File: config.mk
export PLATFORM = sky130hd
export DESIGN_NAME = pcint_top
export DESIGN_NICKNAME = d
export VERILOG_FILES = /design/src/pcint_pkg.sv /design/src/pcint_port.sv /design/src/pcint_top.sv
export VERILOG_INCLUDE_DIRS = /design/src /design/src/src
export SDC_FILE = /design/constraint.sdc
export NUM_CORES = 1
export LEC_CHECK = 0
export ABC_AREA = 1
export BUFFER_PORTS_ARGS = -buffer_cell sky130_fd_sc_hd__buf_2
export CAP_MARGIN = 20
export CORE_MARGIN = 3
export CORE_UTILIZATION = 45
export CTS_BUF_LIST = sky130_fd_sc_hd__clkbuf_16
export DETAILED_ROUTE_END_ITERATION = 16
export MAX_ROUTING_LAYER = met4
export PLACE_DENSITY = 0.71
export SYNTH_ARGS = -nofsm -noshare
export SYNTH_HDL_FRONTEND = slang
export SYNTH_SLANG_ARGS = --single-unit
File: constraint.sdc
create_clock -name clk_i -period 5.6 [get_ports clk_i]
set_clock_uncertainty 0.1 [all_clocks]
set_input_delay 0.84 -clock clk_i [delete_from_list [all_inputs] [get_ports clk_i]]
set_output_delay 0.84 -clock clk_i [all_outputs]
set_load 0.05 [all_outputs]
File: src/pcint_regs.svh
// register map, field positions and reset values of the pin change block
// assumes a 32-bit wishbone slave, one register per aligned word
`ifndef PCINT_REGS_SVH
`define PCINT_REGS_SVH

// per-port block: port p starts at p * stride
`define PCINT_PORT_STRIDE 8'h10
`define PCINT_OFF_RISE    8'h00
`define PCINT_OFF_FALL    8'h04
`define PCINT_OFF_FLAG    8'h08

// block-wide registers
`define PCINT_OFF_CTRL    8'h50
`define PCINT_OFF_STAT    8'h54
`define PCINT_OFF_MASK    8'h58

// control register fields
`define PCINT_CTRL_MEN    0
`define PCINT_CTRL_SUM    1

// status and mask fields
`define PCINT_STAT_CHG    0
`define PCINT_STAT_WAKE   1

// reset values
`define PCINT_RST_BYTE    8'h00
`define PCINT_RST_STAT    2'h0

// implemented pins of port e
`define PCINT_PORTE_MASK  8'h08

// cycles after reset before edges are trusted
`define PCINT_SETTLE      3'h5

`endif

File: src/pcint_pkg.sv
// types shared by the pin change block
// assumes the constants header is included where offsets are needed
package pcint_pkg;
  typedef logic [7:0] pcint_byte_t;
  typedef logic [1:0] pcint_stat_t;
endpackage

File: src/pcint_port.sv
// one port of pin change detection: synchroniser, filter, edge detectors
// assumes pins are asynchronous to clk_i and enables come from clk_i logic
`timescale 1ns/1ns
`default_nettype none
`include "pcint_regs.svh"
module pcint_port #(
  parameter int             W    = 8,
  parameter logic [W-1:0]   IMPL = '1
) (
  // clock and reset
  input  wire logic         clk_i,
  input  wire logic         rst_i,
  // pins and enables
  input  wire logic [W-1:0] pin_i,
  input  wire logic [W-1:0] rise_en_i,
  input  wire logic [W-1:0] fall_en_i,
  // detected enabled edges, one cycle each
  output logic      [W-1:0] edge_o
);
  logic [W-1:0] s1_q, s2_q, s3_q;
  logic [W-1:0] filt_q, prev_q;
  logic [2:0]   cnt_q;
  logic         armed;

  // the masks and detectors need at least one pin
  if (W < 1) begin : g_bad_w
    $error("pcint_port: W must be at least 1");
  end

  // three stage synchroniser; s1_q feeds only s2_q
  always_ff @(posedge clk_i) begin
    if (rst_i) begin
      s1_q <= '0;
      s2_q <= '0;
      s3_q <= '0;
    end else begin
      s1_q <= pin_i;
      s2_q <= s1_q;
      s3_q <= s2_q;
    end
  end

  // level moves only when stages two and three agree
  always_ff @(posedge clk_i) begin
    if (rst_i) begin
      filt_q <= '0;
      prev_q <= '0;
    end else begin
      filt_q <= (s2_q & s3_q) | (filt_q & (s2_q ^ s3_q));
      prev_q <= filt_q;
    end
  end

  // hold off edges until the pipe holds real pin levels,
  // otherwise a pin high at reset would look like a rising edge
  always_ff @(posedge clk_i) begin
    if (rst_i) begin
      cnt_q <= 3'h0;
    end else if (cnt_q != `PCINT_SETTLE) begin
      cnt_q <= cnt_q + 3'h1;
    end
  end
  assign armed = (cnt_q == `PCINT_SETTLE);

  // compare sample with previous one, each direction gated [RULE_18]
  always_comb begin
    edge_o = '0;
    if (armed) begin
      edge_o = IMPL & ((filt_q & ~prev_q & rise_en_i)    // [RULE_03]
                     | (~filt_q & prev_q & fall_en_i));  // [RULE_04] [RULE_05]
    end
  end
endmodule
`default_nettype wire

File: src/pcint_top.sv
// pin change interrupt block with wishbone register access
// assumes a classic wishbone master on clk_i and asynchronous port pins
// Function
// RULE_01 - every pin of every port may be enabled for change detection, any mix; port e here has only pin 3 implemented
// RULE_02 - master enable clear: flags still set, no interrupt request raised
// RULE_03 - rising edge seen only while its rise enable bit is set
// RULE_04 - falling edge seen only while its fall enable bit is set
// RULE_05 - both enables set: edges of either direction are seen
// RULE_06 - enabled edge sets pin flag; request raised if master enable set
// RULE_07 - read-only summary flag is the OR of all pin flags
// RULE_08 - writing zero to a flag bit clears it
// RULE_09 - edge during a flag write leaves the flag set afterwards
// RULE_10 - software clears flags by AND masking only the bits it saw
// RULE_11 - with master enable set, an enabled edge wakes the core from sleep
// RULE_12 - flags are updated before the core runs after wake
// RULE_13 - port a rise enable: 8 bits read/write, zero after reset
// RULE_14 - port a fall enable: 8 bits read/write, zero after reset
// RULE_15 - port a flags: 8 bits, hardware set, read/write, zero after reset
// RULE_16 - port e implements pin 3 only; other enable bits read zero
// RULE_17 - a zero flag means no enabled change since the last clear
// RULE_18 - edges found by sample versus previous sample; set beats clear
//
// Decided for this implementation: register access over Wishbone and the placing of the registers.
`timescale 1ns/1ns
`default_nettype none
`include "pcint_regs.svh"
module pcint_top #(
  parameter int PORT_W = 8,
  parameter int ADR_W  = 8
) (
  // clock and reset
  input  wire logic                clk_i,
  input  wire logic                rst_i,
  // wishbone slave
  input  wire logic                wb_cyc_i,
  input  wire logic                wb_stb_i,
  input  wire logic                wb_we_i,
  input  wire logic [ADR_W-1:0]    wb_adr_i,
  input  wire logic [3:0]          wb_sel_i,
  input  wire logic [31:0]         wb_dat_i,
  output logic      [31:0]         wb_dat_o,
  output logic                     wb_ack_o,
  // port pins
  input  wire pcint_pkg::pcint_byte_t port_a_i,
  input  wire pcint_pkg::pcint_byte_t port_b_i,
  input  wire pcint_pkg::pcint_byte_t port_c_i,
  input  wire pcint_pkg::pcint_byte_t port_d_i,
  input  wire pcint_pkg::pcint_byte_t port_e_i,
  // core side
  input  wire logic                sleep_i,
  output logic                     pin_change_irq_o,
  output logic                     wake_o,
  output logic                     irq_o
);
  import pcint_pkg::*;

  localparam int NP = 5;

  // the register layout is byte wide per port
  if (PORT_W != 8) begin : g_bad_width
    $error("pcint_top: PORT_W must be 8");
  end
  if (ADR_W < 8) begin : g_bad_adr
    $error("pcint_top: ADR_W must be at least 8");
  end

  // implemented pins of port p
  function automatic pcint_byte_t impl_mask(input int p);
    return (p == NP - 1) ? `PCINT_PORTE_MASK : 8'hff;
  endfunction

  // byte offset of register k of port p
  function automatic logic [7:0] port_off(input int p, input logic [7:0] k);
    return 8'(p) * `PCINT_PORT_STRIDE + k;
  endfunction

  // full address match against a byte offset
  function automatic logic is_reg(input logic [ADR_W-1:0] a, input logic [7:0] off);
    return a == ADR_W'(off);
  endfunction

  pcint_byte_t pins    [NP];
  pcint_byte_t edge_w  [NP];
  pcint_byte_t rise_q  [NP];
  pcint_byte_t fall_q  [NP];
  pcint_byte_t flags_q [NP];
  pcint_byte_t flags_d [NP];

  logic        ack_q;
  logic [31:0] dat_q;
  logic [31:0] rd_d;
  logic        req;
  logic        wr_go;
  logic        master_q, master_d;
  logic        summary_q;
  logic        pcirq_q;
  logic        wake_q;
  logic        irq_q;
  logic        edge_any;
  logic        flag_any_d;
  pcint_stat_t stat_q, stat_d;
  pcint_stat_t mask_q, mask_d;
  pcint_stat_t stat_set;
  logic [8*NP-1:0] edge_all, flags_all, rise_all, fall_all;

  assign pins[0] = port_a_i;
  assign pins[1] = port_b_i;
  assign pins[2] = port_c_i;
  assign pins[3] = port_d_i;
  assign pins[4] = port_e_i;

  // one detector per port; port e carries only pin 3 [RULE_01] [RULE_16]
  for (genvar g = 0; g < NP; g++) begin : g_port
    pcint_port #(
      .W    (PORT_W),
      .IMPL (impl_mask(g))
    ) u_port (
      .clk_i     (clk_i),
      .rst_i     (rst_i),
      .pin_i     (pins[g]),
      .rise_en_i (rise_q[g]),
      .fall_en_i (fall_q[g]),
      .edge_o    (edge_w[g])
    );
  end

  // flat views for or-reduction and checks
  always_comb begin
    edge_all  = '0;
    flags_all = '0;
    rise_all  = '0;
    fall_all  = '0;
    for (int p = 0; p < NP; p++) begin
      edge_all[8*p +: 8]  = edge_w[p];
      flags_all[8*p +: 8] = flags_q[p];
      rise_all[8*p +: 8]  = rise_q[p];
      fall_all[8*p +: 8]  = fall_q[p];
    end
  end
  assign edge_any = |edge_all;

  // bus handshake: ack one cycle after the request, dropped the next
  assign req = wb_cyc_i & wb_stb_i;
  // writes land on the edge where the master sees ack
  assign wr_go = req & wb_we_i & ack_q & wb_sel_i[0];

  always_ff @(posedge clk_i) begin
    if (rst_i) begin
      ack_q <= 1'b0;
    end else begin
      ack_q <= req & ~ack_q;
    end
  end

  // read mux; unmapped words read as zero and are still acked
  always_comb begin
    rd_d = 32'h0;
    for (int p = 0; p < NP; p++) begin
      if (is_reg(wb_adr_i, port_off(p, `PCINT_OFF_RISE))) begin
        rd_d = {24'h0, rise_q[p]};
      end
      if (is_reg(wb_adr_i, port_off(p, `PCINT_OFF_FALL))) begin
        rd_d = {24'h0, fall_q[p]};
      end
      if (is_reg(wb_adr_i, port_off(p, `PCINT_OFF_FLAG))) begin
        rd_d = {24'h0, flags_q[p]};
      end
    end
    if (is_reg(wb_adr_i, `PCINT_OFF_CTRL)) begin
      rd_d = {30'h0, summary_q, master_q};  // [RULE_07]
    end
    if (is_reg(wb_adr_i, `PCINT_OFF_STAT)) begin
      rd_d = {30'h0, stat_q};
    end
    if (is_reg(wb_adr_i, `PCINT_OFF_MASK)) begin
      rd_d = {30'h0, mask_q};
    end
  end

  // read data captured with the rising ack
  always_ff @(posedge clk_i) begin
    if (rst_i) begin
      dat_q <= 32'h0;
    end else if (req & ~ack_q) begin
      dat_q <= rd_d;
    end
  end

  // edge enables; unimplemented bits never store [RULE_13] [RULE_14] [RULE_16]
  always_ff @(posedge clk_i) begin
    if (rst_i) begin
      for (int p = 0; p < NP; p++) begin
        rise_q[p] <= `PCINT_RST_BYTE;
        fall_q[p] <= `PCINT_RST_BYTE;
      end
    end else if (wr_go) begin
      for (int p = 0; p < NP; p++) begin
        if (is_reg(wb_adr_i, port_off(p, `PCINT_OFF_RISE))) begin
          rise_q[p] <= wb_dat_i[7:0] & impl_mask(p);
        end
        if (is_reg(wb_adr_i, port_off(p, `PCINT_OFF_FALL))) begin
          fall_q[p] <= wb_dat_i[7:0] & impl_mask(p);
        end
      end
    end
  end

  // flags: write stores, a fresh edge is or-ed in last so it wins
  always_comb begin
    for (int p = 0; p < NP; p++) begin
      flags_d[p] = flags_q[p];
      if (wr_go && is_reg(wb_adr_i, port_off(p, `PCINT_OFF_FLAG))) begin
        flags_d[p] = wb_dat_i[7:0] & impl_mask(p);  // [RULE_08] [RULE_17]
      end
      flags_d[p] = flags_d[p] | edge_w[p];           // [RULE_06] [RULE_09] [RULE_18]
    end
  end

  always_ff @(posedge clk_i) begin
    if (rst_i) begin
      for (int p = 0; p < NP; p++) begin
        flags_q[p] <= `PCINT_RST_BYTE;                // [RULE_15]
      end
    end else begin
      for (int p = 0; p < NP; p++) begin
        flags_q[p] <= flags_d[p];
      end
    end
  end

  // or of next flags keeps the summary in step with the flags
  always_comb begin
    flag_any_d = 1'b0;
    for (int p = 0; p < NP; p++) begin
      flag_any_d = flag_any_d | (|flags_d[p]);
    end
  end

  // master enable in the control register
  always_comb begin
    master_d = master_q;
    if (wr_go && is_reg(wb_adr_i, `PCINT_OFF_CTRL)) begin
      master_d = wb_dat_i[`PCINT_CTRL_MEN];
    end
  end

  always_ff @(posedge clk_i) begin
    if (rst_i) begin
      master_q  <= 1'b0;
      summary_q <= 1'b0;
      pcirq_q   <= 1'b0;
    end else begin
      master_q  <= master_d;
      summary_q <= flag_any_d;                       // [RULE_07]
      pcirq_q   <= master_d & flag_any_d;            // [RULE_02] [RULE_06]
    end
  end

  // wake pulse shares the edge that sets the flag, so flags lead the core
  always_ff @(posedge clk_i) begin
    if (rst_i) begin
      wake_q <= 1'b0;
    end else begin
      wake_q <= sleep_i & master_q & edge_any;       // [RULE_11] [RULE_12]
    end
  end

  // sticky status, write one to clear; a new event beats the clear
  always_comb begin
    stat_set = '0;
    stat_set[`PCINT_STAT_CHG]  = master_q & edge_any;  // [RULE_02]
    stat_set[`PCINT_STAT_WAKE] = sleep_i & master_q & edge_any;
    stat_d = stat_q;
    mask_d = mask_q;
    if (wr_go && is_reg(wb_adr_i, `PCINT_OFF_STAT)) begin
      stat_d = stat_q & ~wb_dat_i[1:0];
    end
    if (wr_go && is_reg(wb_adr_i, `PCINT_OFF_MASK)) begin
      mask_d = wb_dat_i[1:0];
    end
    stat_d = stat_d | stat_set;
  end

  always_ff @(posedge clk_i) begin
    if (rst_i) begin
      stat_q <= `PCINT_RST_STAT;
      mask_q <= `PCINT_RST_STAT;
      irq_q  <= 1'b0;
    end else begin
      stat_q <= stat_d;
      mask_q <= mask_d;
      irq_q  <= |(stat_d & mask_d);
    end
  end

  // outputs straight from flops
  assign wb_ack_o         = ack_q;
  assign wb_dat_o         = dat_q;
  assign pin_change_irq_o = pcirq_q;
  assign wake_o           = wake_q;
  assign irq_o            = irq_q;
endmodule
`default_nettype wire

## After elaboration in Yosys (flattened, before gate mapping)

Memories as Yosys holds them, arrays and structs flattened.
Cells that the tools add are included.

- Add/subtract/negate cells: 5
- Multiply operators: 0
- Div/mod/pow operators: 0
- Magnitude comparators: 0
- Equality and inequality tests: 27
- Shift operators: 0
- Mux-type cells: 89
- Bitwise gates (word level): 93
- Reduce and logical (&&, ||, !) cells: 16

Operators by type and width:

| operator | count |
|---|---|
| 8-bit two-way mux | 38 |
| 8-bit AND | 26 |
| 32-bit two-way mux | 4 |
| 8-bit OR | 14 |
| 8-bit inverter | 8 |
| 8-bit by 6-bit equality test with 1-bit output (second input constant) | 6 |
| 8-bit by 7-bit equality test with 1-bit output (second input constant) | 6 |
| 1-bit two-way mux | 44 |
| 40-bit OR reduction | 1 |
| 8-bit OR reduction | 5 |
| 8-bit XOR | 5 |
| 8-bit by 5-bit equality test with 1-bit output (second input constant) | 3 |
| 1-bit OR | 19 |
| 4-bit AND | 4 |
| 3-bit by 1-bit adder with 3-bit output (second input constant) | 5 |
| 3-bit equality test (second input constant) | 5 |
| 3-bit != test (second input constant) | 5 |
| 1-bit AND | 9 |
| 8-bit by 3-bit equality test with 1-bit output (second input constant) | 1 |
| 8-bit by 4-bit equality test with 1-bit output (second input constant) | 1 |
| 1-bit logical AND | 8 |
| 8-bit logical NOT | 1 |
| 4-bit inverter | 2 |
| 2-bit AND | 2 |
| other kinds (7) | 8 |

- Bits in registers: 253
- Bits in latches: 0
- Memory bits (writable): 120
- Memory bits (read-only): 0
- Bits of input ports: 90
- Output and inout port bits: 36
- Word-level logic and storage cells: 272
- Memories: 3

Memory list:

| memory | words | bits a word | read ports | clocked after Yosys merged registers in | write ports | line | text |
|---|---|---|---|---|---|---|---|
| fall_q | 5 | 8 | 5 | 0 | 5 | pcint_top.sv:85 | `pcint_byte_t fall_q [NP];` |
| flags_q | 5 | 8 | 5 | 0 | 5 | pcint_top.sv:86 | `pcint_byte_t flags_q [NP];` |
| rise_q | 5 | 8 | 5 | 0 | 5 | pcint_top.sv:84 | `pcint_byte_t rise_q [NP];` |

## Depth between registers and ports, before layout

- Word-level depth: 19
- Mapped depth: 15

## Hierarchy

A second synthesis with hierarchy kept.

- Cells, all modules: 1573
- Area total of the unflattened synthesis: 12823.5 um^2

Modules (own cells, without submodules):

| module | times used | cells each | area an instance (um^2) | sequential area each (um^2) |
|---|---|---|---|---|
| pcint_port at g_port[0].u_port ... | 4 | 186 | 1570.3 | 860.8 |
| pcint_top | 1 | 777 | 6154.7 | 3143.0 |
| pcint_port at g_port[4].u_port | 1 | 52 | 387.9 | 160.2 |

## Worst setup path before layout

No wires, ideal clock.

- Path kind: input port to flip-flop
- From: input wb_adr_i[7]
- To: memory fall_q[0][24] (netlist bit) (enable)
- Library setup time: 0.384 ns
- Data arrival time: 2.289 ns
- Required time: 5.116 ns
- Slack: 2.827 ns
- Stages on the path: 7
- Cells stage by stage: nor2_1 > nand2_1 > nor2_1 > inv_1 > nor2_1 > inv_1 > o21ai_0

RTL lines:

| what | line | text |
|---|---|---|
| from (decl) | pcint_top.sv:38 | `input wire logic [ADR_W-1:0] wb_adr_i,` |
| to (decl) | pcint_top.sv:85 |  |

==> flow_summary.toml <==
[global_routing]
use_met1 = 0.263
grt_most_used_layer = "met2"
grt_pass1_wl_mm = 45.0
global_route.usage.met3 = 0.0398
grt_start_max_net_pins = 87
via_count_of_the_first_global_routing_pass = 8833
grt_antenna_before_repair = 3
globalRouteTotalUtil = 0.199
globalRoute.totalOverflow = 0
met2_usage = 0.308

[hold_path]
class_of_the_tightest_hold_or_removal_check = "flop to flop"
number_of_cells_traversed_by_the_worst_hold_path = 2
hold_path_end = "g_port[2].u_port.s2_q[7]$_SDFF_PP0_"
worstHoldStart = "g_port[2].u_port.s1_q[7]$_SDFF_PP0_"

[setup_path]
critPathLaunchType = "primary input"
timing.reg2reg.worst_path_depth = 12
r2r_setup_slack_ns = 3.09
arrival_ns = 3.12
critical_path.reg2reg.endpoint = "irq_o$_SDFF_PP0_"
required_ns = 5.78
timing.rr.start = "g_port[0].u_port.cnt_q[1]$_SDFFE_PP0N_"
worstSetupPathType = "primary input to flop"
critical_path_fanouts_max = 7
setup.worst_path.start = "wb_adr_i[1]"
critical_path_endpoint_category = "flop"

[synth]
synthMuxAreaShare = 0
synthesized_area_fraction_occupied_by_adder_cells = 0.0434
synth.cell_area_um2 = 12400
synth_top_family_by_area = "simple AND/OR/NAND/NOR gates"
netlist-cell-type-count = 33
syn_area_per_cell_um2 = 8.18
synth_seq_area_share = 0.544
synthXorXnorAreaFrac = 0.00353
synth_compound_area_frac = 0.0739
synthSimpleGateAreaFrac = 0.223
synth-warning-count = 0
synthCells = 1515
synth-seq-cells = 304

[drt]
vias_post_dr = 9504
ant_nets = 0
detail_route.drc_violations = 0
drt-vias-per-instance = 4.85
number_of_iterations_in_the_first_detailed_routing_pass = 4
drt-wirelength-per-cell_um = 14.6
routed_wl_mm = 28.5
first_iter_violations = 784

[timing]
hold_viol_final = 0
drv_slew = 0
worst_slack_on_hold_paths_ns = 0.296
timing.setup.tns_ns = 0
period_minus_slack_ns = 2.94
fin_crit_sh = 0.526
grt_setup_unrepaired = "no"
fmax_mhz = 340
setup_violations = 0
slew_worst_pin_ns = 0.947
timing.slew.headroom = 0.362

[clocking]
clk_path_buf_depth = 3
clock-root-buffer = "clkbuf_16"
ctsHtreeMaxLevel = 1
cts-resized-gates = 0
numCtsBuffers = 31
post-cts-setup-buffer-count = 0
cts_hold_buf = 0
clk_transition_reported_paths_ns = 0.06
worstSkewPairLatency_ns = 0.56
clock_tree_from_tritoncts = "done"
cts_num_sinks = 304

[floorplan]
io_pins = 126
dieArea_um2 = 29600
core_area_um2 = 27000
dieWidth_um = 172
die_y_um = 172
initial_core_util = 0.458
core.rowCount = 60

[layout]
area_growth_pct = 12.4
layout_common_cells = "inv_1, nand2_1, nor2_1"
final_cell_area_um2 = 13900
num-fill-cells = 2524
post_route_cells_drive_above_1_share = 0.0985
net_count_final = 1723

[pwr]
p_seq_frac = 0.526
power_frac_clock = 0.427
vdd_drop_max_mv = 0.238
p_leak_nw = 6.51
p_comb_frac = 0.047
p_switching_mw = 1.01
report.power.total_mw = 4.42
power_switching_share = 0.229
internal-power_mw = 3.41
power_density_nw_per_um2 = 317

[placement]
hpwl_mm = 20.5
place_area_um2 = 13000
placement.io_buffers = 67
gpl.final_weighted_congestion = 1.00

[status]
outcome = "complete, no violations"

[flow_run]
maxCapViolations = 0
power groups by stage:
stage / registers, mW / clock network (mW) / logic, mW
floorplan: 2.37 / 0 / 0.154
detailed placement: 2.37 / 0 / 0.208
CTS: 2.33 / 1.93 / 0.210
global placement: 2.37 / 0 / 0.202
global route: 2.33 / 2.03 / 0.236
finish: 2.33 / 1.89 / 0.208
Yosys cell counts (all sizes together):
cell	instances	area (um^2)
a211o	1	8.76
a211oi	7	62.6
a21oi	86	430
a41oi	1	8.76
buf	34	244
clkbuf	23	86.3
clkinv	1	3.75
conb	1	3.75
dfxtp	238	4760
edfxtp	66	1980
ha	43	538
inv	279	1050
nand2	285	1090
nand3	59	313
nand4	20	125
nor2	269	1060
nor3	18	90.1
nor4	3	18.8
o211ai	14	105
o21ai	36	180
o31ai	16	120
or2	10	62.6
xnor2	5	43.8
cell type report:
type,count,area [um^2],share of cell area
well taps,341,427,0.0306
multi-input cells,897,4350,0.312
clock buffers,33,826,0.0593
repair buffers,76,409,0.0294
clock inverters,25,115,0.00826
diodes,3,7.51,0.000539
inverters,280,1050,0.0754
flip-flops and latches,304,6750,0.484
kinds of logic (layout without fill, tap and decap cells):
group,after synthesis,count (layout)
flip-flops,304,304
AND/OR/NAND/NOR,664,664
buffers and inverters,337,414
other,1,27
adder cells (fa/ha/maj),43,43
XOR/XNOR,5,5
AO/OA/AOI/OAI,161,161
how the worst max path moves through the flow:
stage	to	slack, ns	cells after the start
3_5_place_dp	fall_q[0][17]$_DFFE_PP_	2.15	7
6_report	fall_q[0][18]$_DFFE_PP_	2.66	7
3_3_place_gp	fall_q[0][17]$_DFFE_PP_	2.15	7
2_1_floorplan	fall_q[0][24]$_DFFE_PP_	2.83	7
4_1_cts	fall_q[0][17]$_DFFE_PP_	2.70	7
5_1_grt	fall_q[0][17]$_DFFE_PP_	2.44	7
worst max-delay path, stage by stage:
cell	delay, ns
buf_2	0.10
nor2_1	0.17
nand3_1	0.28
nor2_1	0.41
inv_1	0.25
o21ai_0	0.80
buf_4	0.28
flip-flops by register name, summed over array words and instances (netlist names):
signal,cells
master_q,1
g_port.u_port.s1_q,33
fall_q,33
g_port.u_port.s2_q,33
g_port.u_port.prev_q,33
rise_q,33
wb_dat_o,8
mask_q,2
summary_q,1
pin_change_irq_o,1
stat_q,2
g_port.u_port.filt_q,33
wb_ack_o,1
g_port.u_port.s3_q,33
irq_o,1
g_port.u_port.cnt_q,15
wake_o,1
flags_q,40
per-layer routing:
layer | vias to the layer above | wire length [um]
li1 | 4835 | -
met2 | 339 | 12300
met5 | - | 0
met4 | 0 | 884
met3 | 64 | 2410
met1 | 4266 | 12900
through the flow:
step                      setup WS (ns)   util  cells
after floorplan                    2.83      -   1538
after global placement             2.15  0.480   1897
after detailed placement           2.15  0.480   1898
after CTS                          2.70  0.515   1956
after global routing               2.44  0.515   1959
final                              2.66  0.515   1959
No activity file was read; power rests on OpenSTA's default activity.
